File: config.mk
export PLATFORM = sky130hd
export DESIGN_NAME = asa_alarm_top
export DESIGN_NICKNAME = d
export VERILOG_FILES = /design/src/logic/asa_pkg.sv /design/src/logic/asa_flag_if.sv /design/src/logic/asa_alarm_top.sv /design/src/logic/asa_flag_bank.sv
export SDC_FILE = /design/constraint.sdc
export NUM_CORES = 1
export LEC_CHECK = 0
export BUFFER_PORTS_ARGS = -buffer_cell sky130_fd_sc_hd__buf_4
export CORE_AREA = 2 2 70 72
export CTS_CLUSTER_SIZE = 10
export DETAILED_ROUTE_END_ITERATION = 10
export DIE_AREA = 0 0 72 74
export PLACE_DENSITY = 0.74
export SYNTH_ARGS = -nofsm -noshare
export SYNTH_HDL_FRONTEND = slang
export SYNTH_SLANG_ARGS = --single-unit
File: constraint.sdc
create_clock -name clk_in -period 1.54 [get_ports clk_in]
set_input_delay 0 -clock clk_in [delete_from_list [all_inputs] [get_ports clk_in]]
set_output_delay 0 -clock clk_in [all_outputs]
set_load 0.01 [all_outputs]
File: src/logic/asa_pkg.sv
// package: register map, field positions and reset values of the alarm block
package asa_pkg;
   // ********************************************************************
   // register map
   // ********************************************************************
   localparam logic [11:0] ASA_SUMMARY_OFS  = 12'h2c0;
   localparam logic [11:0] ASA_FLAGS_OFS    = 12'h2c1;
   localparam logic [11:0] ASA_MASK_OFS     = 12'h2c2;
   localparam logic [11:0] ASA_LANE_LO_OFS  = 12'h2c4;
   localparam logic [11:0] ASA_LANE_HI_OFS  = 12'h2c5;
   localparam logic [11:0] ASA_STATSEL_OFS  = 12'h2c6;
   // ********************************************************************
   // fields and resets
   // ********************************************************************
   localparam int          ASA_NFLAGS       = 6;
   localparam int          ASA_NLANES       = 16;
   localparam int          ASA_BIT_FIFO     = 5;
   localparam int          ASA_BIT_PLL      = 4;
   localparam int          ASA_BIT_LINK     = 3;
   localparam int          ASA_BIT_REALIGN  = 2;
   localparam int          ASA_BIT_OSC      = 1;
   localparam int          ASA_BIT_DIV      = 0;
   localparam logic [5:0]  ASA_FLAGS_RST    = 6'h3f;
   localparam logic [5:0]  ASA_MASK_RST     = 6'h3f;
   localparam logic [15:0] ASA_LANE_RST     = 16'hffff;
   localparam logic        ASA_STATSEL_RST  = 1'h0;
endpackage : asa_pkg

File: src/logic/asa_flag_if.sv
// interface: per-flag set and clear strobes between top and flag bank
`timescale 1ns/1ps
interface asa_flag_if;
   logic [5:0] set;
   logic [5:0] clr;
   logic [5:0] flags;
   modport ctrl (output set, output clr, input flags);
   modport bank (input set, input clr, output flags);
endinterface : asa_flag_if

File: src/logic/asa_alarm_top.sv
// module: alarm status aggregator with register port and status pin
`timescale 1ns/1ps
// Operation
// - The read-only summary bit is 1 when any unmasked flag is set.
// - A select bit routes the summary bit onto the status output pin.
// - Flag 5 sets when any active lane FIFO overflows or underflows.
// - Flag 4 sets whenever the PLL is not locked.
// - In 8b/10b modes flag 3 sets when the link is up but not sending.
// - In 64b/66b modes flag 3 sets at link start and on realignment.
// - Flag 2 sets when a sysref event realigns the internal clocks.
// - Flag 1 sets when oscillators are off, synced or A/B mismatch.
// - Flag 0 sets when the A and B clock dividers do not match.
// - Each flag is sticky, writing 1 clears it and 0 leaves it.
// - After reset all six flags read 1, giving 0x3f.
// - With the link disabled only the divider flag is meaningful.
// - A mask register, all set at reset, hides flags from the summary.
// - Per-lane FIFO flags are kept and all clear with flag 5's clear.
module asa_alarm_top
   import asa_pkg::*;
(
   input  wire logic                  clk_in,
   input  wire logic                  reset_in,
   // register port
   input  wire logic [11:0]           reg_addr_in,
   input  wire logic                  reg_wr_in,
   input  wire logic                  reg_rd_in,
   input  wire logic [7:0]            reg_wdata_in,
   output logic      [7:0]            reg_rdata_out,
   // internal health sources
   input  wire logic [ASA_NLANES-1:0] lane_active_in,
   input  wire logic [ASA_NLANES-1:0] lane_fifo_err_in,
   input  wire logic                  pll_locked_in,
   input  wire logic                  link_enable_in,
   input  wire logic                  link_mode_66b_in,
   input  wire logic                  link_data_state_in,
   input  wire logic                  link_realign_in,
   input  wire logic                  sysref_realign_in,
   input  wire logic                  osc_sync_in,
   input  wire logic                  osc_phase_mismatch_in,
   input  wire logic                  div_mismatch_in,
   input  wire logic                  cal_status_in,
   output logic                       status_output_pin_out
);
   import asa_pkg::*;

   // ********************************************************************
   // overview
   // ********************************************************************
   // plain strobe port: a read or write is taken at the rising edge that
   // sees its strobe high, with no wait states
   // read data is registered, so it shows one cycle after the read strobe
   // and drops back to zero in the cycle after that
   // writes act at the edge that takes them; a write-one clear loses to a
   // set condition present in that same cycle, so a lasting fault can
   // never be hidden by software clearing it
   // the summary bit is registered from the flag and mask registers, so it
   // lags a flag change by one cycle; the pin is registered on that edge
   // trade-off: one extra cycle of alarm latency buys a glitch-free pin
   // unmapped addresses read zero and ignore writes; the summary register
   // is read-only, a write to it is dropped
   // with the link disabled only the divider flag is meaningful; the other
   // flags still run, so software must clear them once the link is up

   // ********************************************************************
   // state
   // ********************************************************************
   logic [ASA_NFLAGS-1:0] alarm_flag_mask_q;
   logic [ASA_NFLAGS-1:0] alarm_flag_mask_d;
   logic [ASA_NLANES-1:0] lanes_q;
   logic [ASA_NLANES-1:0] lanes_d;
   logic                  statsel_q;
   logic                  statsel_d;
   logic                  link_en_q;
   logic                  summary_q;
   logic                  summary_d;
   logic                  pin_q;
   logic                  pin_d;
   logic [7:0]            rdata_q;
   logic [7:0]            rdata_d;
   logic [ASA_NLANES-1:0] lane_err;
   logic                  link_start;
   logic [ASA_NFLAGS-1:0] flags;

   asa_flag_if fl ();

   asa_flag_bank u_bank
   (
      .clk_in   (clk_in),
      .reset_in (reset_in),
      .fl       (fl.bank)
   );

   assign flags = fl.flags;

   // address match, used by both write and read decode
   function automatic logic hit(input logic [11:0] a, input logic [11:0] o);
      hit = (a == o);
   endfunction : hit

   // ********************************************************************
   // flag set conditions
   // ********************************************************************
   // only active lanes report; inactive lanes may run garbage FIFOs
   assign lane_err   = lane_fifo_err_in & lane_active_in;
   assign link_start = link_enable_in & ~link_en_q;

   always_comb
   begin
      fl.set = '0;
      // any active lane overflow or underflow
      fl.set[ASA_BIT_FIFO]    = |lane_err;
      // level: holds the flag for as long as the pll is out of lock
      fl.set[ASA_BIT_PLL]     = ~pll_locked_in;
      // undefined-by-contract while link is off; we just keep logic simple
      // 64b/66b has no data state, so start-up and realign stand in
      if (link_mode_66b_in)
         fl.set[ASA_BIT_LINK] = link_start | link_realign_in;
      else
         fl.set[ASA_BIT_LINK] = link_enable_in & ~link_data_state_in;
      // internal clocks realigned by a sysref event
      fl.set[ASA_BIT_REALIGN] = sysref_realign_in;
      // oscillators off, resynchronised or out of step between channels
      fl.set[ASA_BIT_OSC]     = ~link_enable_in | osc_sync_in
                                | osc_phase_mismatch_in;
      // the one flag that stays meaningful with the link disabled
      fl.set[ASA_BIT_DIV]     = div_mismatch_in;
   end

   // write-one clears of the status register
   always_comb
   begin
      fl.clr = '0;
      if (reg_wr_in && hit(reg_addr_in, ASA_FLAGS_OFS))
         fl.clr = reg_wdata_in[ASA_NFLAGS-1:0];
   end

   // ********************************************************************
   // control registers and per-lane flags
   // ********************************************************************
   // mask and select are plain read/write registers
   // lane bits are write-one-to-clear per byte, and all of them go when
   // the fifo flag is cleared; a lane still in error sets its bit again
   // at once, so software sees a persisting fault
   always_comb
   begin
      alarm_flag_mask_d = alarm_flag_mask_q;
      statsel_d         = statsel_q;
      lanes_d           = lanes_q;
      if (reg_wr_in && hit(reg_addr_in, ASA_MASK_OFS))
         alarm_flag_mask_d = reg_wdata_in[ASA_NFLAGS-1:0];
      if (reg_wr_in && hit(reg_addr_in, ASA_STATSEL_OFS))
         statsel_d = reg_wdata_in[0];
      if (reg_wr_in && hit(reg_addr_in, ASA_LANE_LO_OFS))
         lanes_d[7:0] = lanes_q[7:0] & ~reg_wdata_in;
      if (reg_wr_in && hit(reg_addr_in, ASA_LANE_HI_OFS))
         lanes_d[15:8] = lanes_q[15:8] & ~reg_wdata_in;
      if (fl.clr[ASA_BIT_FIFO])
         lanes_d = '0;
      lanes_d = lanes_d | lane_err;
   end

   // summary, pin mux and read data
   always_comb
   begin
      summary_d = |(flags & ~alarm_flag_mask_q);
      pin_d     = statsel_q ? summary_d : cal_status_in;
      rdata_d   = 8'h00;
      if (reg_rd_in)
      begin
         unique case (1'b1)
            hit(reg_addr_in, ASA_SUMMARY_OFS): rdata_d = {7'h00, summary_q};
            hit(reg_addr_in, ASA_FLAGS_OFS):   rdata_d = {2'h0, flags};
            hit(reg_addr_in, ASA_MASK_OFS):
               rdata_d = {2'h0, alarm_flag_mask_q};
            hit(reg_addr_in, ASA_LANE_LO_OFS): rdata_d = lanes_q[7:0];
            hit(reg_addr_in, ASA_LANE_HI_OFS): rdata_d = lanes_q[15:8];
            hit(reg_addr_in, ASA_STATSEL_OFS): rdata_d = {7'h00, statsel_q};
            default:                           rdata_d = 8'h00;
         endcase
      end
   end

   // one register process for all the top-level state
   // reset values are constants only; the flag bank resets itself
   // link_en_q only feeds the start-up edge detect; it resets low so a
   // link already enabled at reset release counts as a fresh start
   always_ff @(posedge clk_in)
   begin
      if (reset_in)
      begin
         alarm_flag_mask_q <= ASA_MASK_RST;
         lanes_q           <= ASA_LANE_RST;
         statsel_q         <= ASA_STATSEL_RST;
         link_en_q         <= 1'b0;
         summary_q         <= 1'b0;
         pin_q             <= 1'b0;
         rdata_q           <= 8'h00;
      end
      else
      begin
         alarm_flag_mask_q <= alarm_flag_mask_d;
         lanes_q           <= lanes_d;
         statsel_q         <= statsel_d;
         link_en_q         <= link_enable_in;
         summary_q         <= summary_d;
         pin_q             <= pin_d;
         rdata_q           <= rdata_d;
      end
   end

   // ********************************************************************
   // outputs
   // ********************************************************************
   // both outputs come straight from flip-flops, so no decode glitch
   // ever reaches the pin
   assign reg_rdata_out         = rdata_q;
   assign status_output_pin_out = pin_q;
endmodule : asa_alarm_top

File: src/logic/asa_flag_bank.sv
// module: bank of sticky write-one-to-clear alarm flags
`timescale 1ns/1ps
module asa_flag_bank
   import asa_pkg::*;
(
   input  wire logic   clk_in,
   input  wire logic   reset_in,
   asa_flag_if.bank    fl
);
   logic [ASA_NFLAGS-1:0] flags_q;
   logic [ASA_NFLAGS-1:0] flags_d;

   // set beats clear so an event in the clear cycle is kept
   always_comb
   begin
      for (int i = 0; i < ASA_NFLAGS; i++)
      begin
         flags_d[i] = fl.set[i] | (flags_q[i] & ~fl.clr[i]);
      end
   end

   // all flags come up set after reset
   always_ff @(posedge clk_in)
   begin
      if (reset_in)
         flags_q <= ASA_FLAGS_RST;
      else
         flags_q <= flags_d;
   end

   assign fl.flags = flags_q;
endmodule : asa_flag_bank

==> flow_summary.toml <==
[timing]
slew_headroom_pct = 70.2
finalSetupViolations = 0
finalCriticalPeriod_ps = 1340
holdWs_ps = 7.26
clock.fmax_mhz = 745
finClkSkew_ps = 5.71
setup_repair_after_global_routing_missed_its_margin = "false"
final-hold-violation-count = 0
fin_crit_sh_pct = 87.1
slew_viol_final = 0
worst_slew_pin_slew_ps = 440

[grt]
grt-ovfl-total = 0
grtUsageTotal_pct = 24.3
grt_first_pass_wirelength_mm = 9.88
grt_pass1_vias = 2100
antenna_found_initial = 0
grt_start_max_net_pins = 22

[logic_synthesis]
netlist_instances = 216
main_combinational_cell_family_by_area_after_synthesis = "simple AND/OR/NAND/NOR gates"
synth_enable_flop_cells = 0
cell_type_with_the_largest_total_area_after_synthesis = "dfxtp_1"
synth.top_cell.area_share_pct = 40.9
synth.top_cells.by_area = "dfxtp_1 (41%), a31o_2 (5.8%), a21oi_1 (5.1%)"
synth_compound_area_share_pct = 24.7
synthMuxAreaShare_pct = 4.29
synth_fa_ha_area_share_pct = 0
synth_area_um2 = 1960
xor_and_xnor_fraction_of_the_mapped_netlist_area_pct = 0.448
netlist-cell-type-count = 47
postSynthNetCount = 282
fraction_of_synthesis_flops_using_an_asynchronous_set_or_reset_pin_pct = 0
synth_seq_cells = 40
synth_sequential_area_ratio_pct = 40.9
syn_area_per_cell_um2 = 9.05
yosysWarnings = 0
synthFlopType = "dfxtp_1"
synth-simple-area-share_pct = 25.3

[power]
netSwitchingFraction_pct = 24.3
p_int_w = 0.00155
cellPowerDensity_nw_per_um2 = 705
ir_drop_worst_case_vdd_uv = 546
seq_power_share_pct = 50.7
design_power_total_w = 0.00205
power.share.combinational_pct = 16.9
p_switching_w = 0.000497
total_leakage_power_nw = 1.29
power.clock.fraction_pct = 32.4

[floorplan]
rows = 25
floorplan.io_pins = 75
die_x_um = 72
start_util_pct = 42.5
die-height_um = 74
core_area_um2 = 4600
die-area_um2 = 5330

[final_layout]
highest_count_cells_in_the_layout_ignoring_fill_and_taps = "buf_4 (91), dfxtp_1 (40), nand2_1 (21)"
post-route-util_pct = 63.1
area_growth_pct = 48.4
final_layout_size_suffix_gt1_share_pct = 37.5
design_area_um2 = 2900
final_common_cell = "buf_4"
finish.cell_count_without_fillers = 374
finish.net_count = 386
insertedDiodeCount = 0

[routing]
initialDrtViolationCount = 253
antenna_violating_nets_post_route = 0
routed_wire_length_per_instance_um = 16.1
finalWirelength_mm = 6.01
drcViolationCount = 0
detail_route.vias_per_cell = 5.62
detailed_routing_iteration_count_for_the_pre_antenna_repair_pass = 5
via_count = 2102

[worst_setup_path]
worstPathCellList = "buf_4 -> or4b_4 -> nor2_1 -> nand4_2 -> buf_4 -> a31o_2"
crit_fanout = 7
r2r-start = "lanes_q[10]$_SDFF_PP1_"
critical_path.max_stage_delay_ps = 550
cp-end-kind = "flip-flop"
cp-start-kind = "input pin"
critPathMostFrequentCell = "buf_4"
critical_path_arrival_ps = 1530
cp_data_required_time_ps = 1730
timing.reg2reg.setup_slack_ps = 410
worst-r2r-cell-count = 4
timing.rr.end = "reg_rdata_out[2]$_SDFF_PP0_"
crit_type = "in2reg"
critical-path-slowest-cell = "or4b_4"

[clock_network]
cts_tree = "done"
post_cts_buffers = 0
root_buffer = "clkbuf_8"
insertion_delay_ps = 290
ctsLongestPathBuffers = 2
clock_tree.htree_level_count = 2
worst_setup_hold_path_clk_slew_ps = 70
postCtsResizedCells = 0
numClockSinks = 40
tritoncts.num_buffers = 5

[run_status]
outcome = "completed"

[worst_hold_path]
timing.hold.worst_path_depth = 3
hold_class = "in2reg"
hold_worst_path_end = "lanes_q[3]$_SDFF_PP1_"
timing.hold.worst.start = "lane_active_in[3]"

[place]
place.port_buffers = 74
post-dp-hpwl_mm = 4.53
placed_area_um2 = 2660
place.detailed.instances = 350
gp_congestion = 0.898

[run]
timing.max_cap.violations = 0
per-layer routing:
layer,routed length [um],GRT usage [%],up-vias
met5,0,0,-
met4,62,8.18,0
met3,421,5.15,5
met2,3000,42.6,88
met1,2520,30.0,988
li1,-,-,1021
kinds of logic after synthesis:
logic type / Yosys count
DFF: 40
buffers and inverters: 20
AOI/OAI and AO/OA: 66
and+or+nand+nor: 81
xor gates and xnor gates: 1
muxes: 8
cell usage after synthesis (2+ instances only):
cell / instances
nand4_1: 6
a221o_1: 2
buf_2: 4
nor3_1: 10
a21oi_1: 20
nand2_1: 21
mux2i_1: 5
or3_1: 5
nor4b_1: 2
nor3b_1: 2
mux2_2: 3
inv_1: 9
o22ai_1: 3
a22oi_1: 5
nor2_1: 15
a222oi_1: 3
a31o_2: 13
a32o_1: 2
clkbuf_1: 5
a21o_1: 12
and4_1: 2
nor2b_1: 3
dfxtp_1: 40
registers in the layout, summed over array words and instances, names as in the netlist:
register	count
lanes_q	16
reg_rdata_out	8
alarm_flag_mask_q	6
u_bank.fl.flags	6
link_en_q	1
statsel_q	1
status_output_pin_out	1
summary_q	1
worst max-delay path by stage:
stage	from	to	slack [ps]	cells past startpoint
final	reg_addr_in[8]	lanes_q[11]$_SDFF_PP1_	200	6
after global placement	reg_addr_in[8]	lanes_q[0]$_SDFF_PP1_	-60	6
after CTS	reg_addr_in[8]	lanes_q[11]$_SDFF_PP1_	210	6
after global routing	reg_addr_in[8]	lanes_q[1]$_SDFF_PP1_	150	6
after floorplan	reg_addr_in[3]	lanes_q[15]$_SDFF_PP1_	110	5
after detailed placement	reg_addr_in[8]	lanes_q[11]$_SDFF_PP1_	-90	6
final cells by class:
class / count / area [um^2]
Fill cell: 410 / 1700
Multi-Input combinational cell: 156 / 1070
Timing Repair Buffer: 108 / 853
Sequential cell: 40 / 801
Clock buffer: 6 / 72.6
Tap cell: 54 / 67.6
Inverter: 9 / 33.8
Clock inverter: 1 / 5.00
power by group through the flow:
stage          clock [W]  combinational, W  sequential (W)
6_report        0.000664          0.000345         0.00104
5_1_grt         0.000719          0.000373         0.00104
4_1_cts         0.000683          0.000342         0.00104
3_5_place_dp           0          0.000307         0.00106
3_3_place_gp           0          0.000304         0.00106
2_1_floorplan          0          0.000114         0.00106
timing repair:
item	4_1_cts	5_1_grt
hold endpoints to repair	15	0
endpoints found under the setup margin	0	0
hold buffers	17	0
through the flow:
step / setup TNS, ps / setup WS, ps
2_1_floorplan: 0 / 108
3_5_place_dp: -813 / -89.8
5_1_grt: 0 / 148
3_3_place_gp: -611 / -61.6
6_report: 0 / 198
4_1_cts: 0 / 213
critical path, delay by kind of cell:
family                 cells  cell delay, ps
and+or+nand+nor            3             940
AOI/OAI and AO/OA          1             230
buffers and inverters      2             350
(Power assumes the default switching activity.)
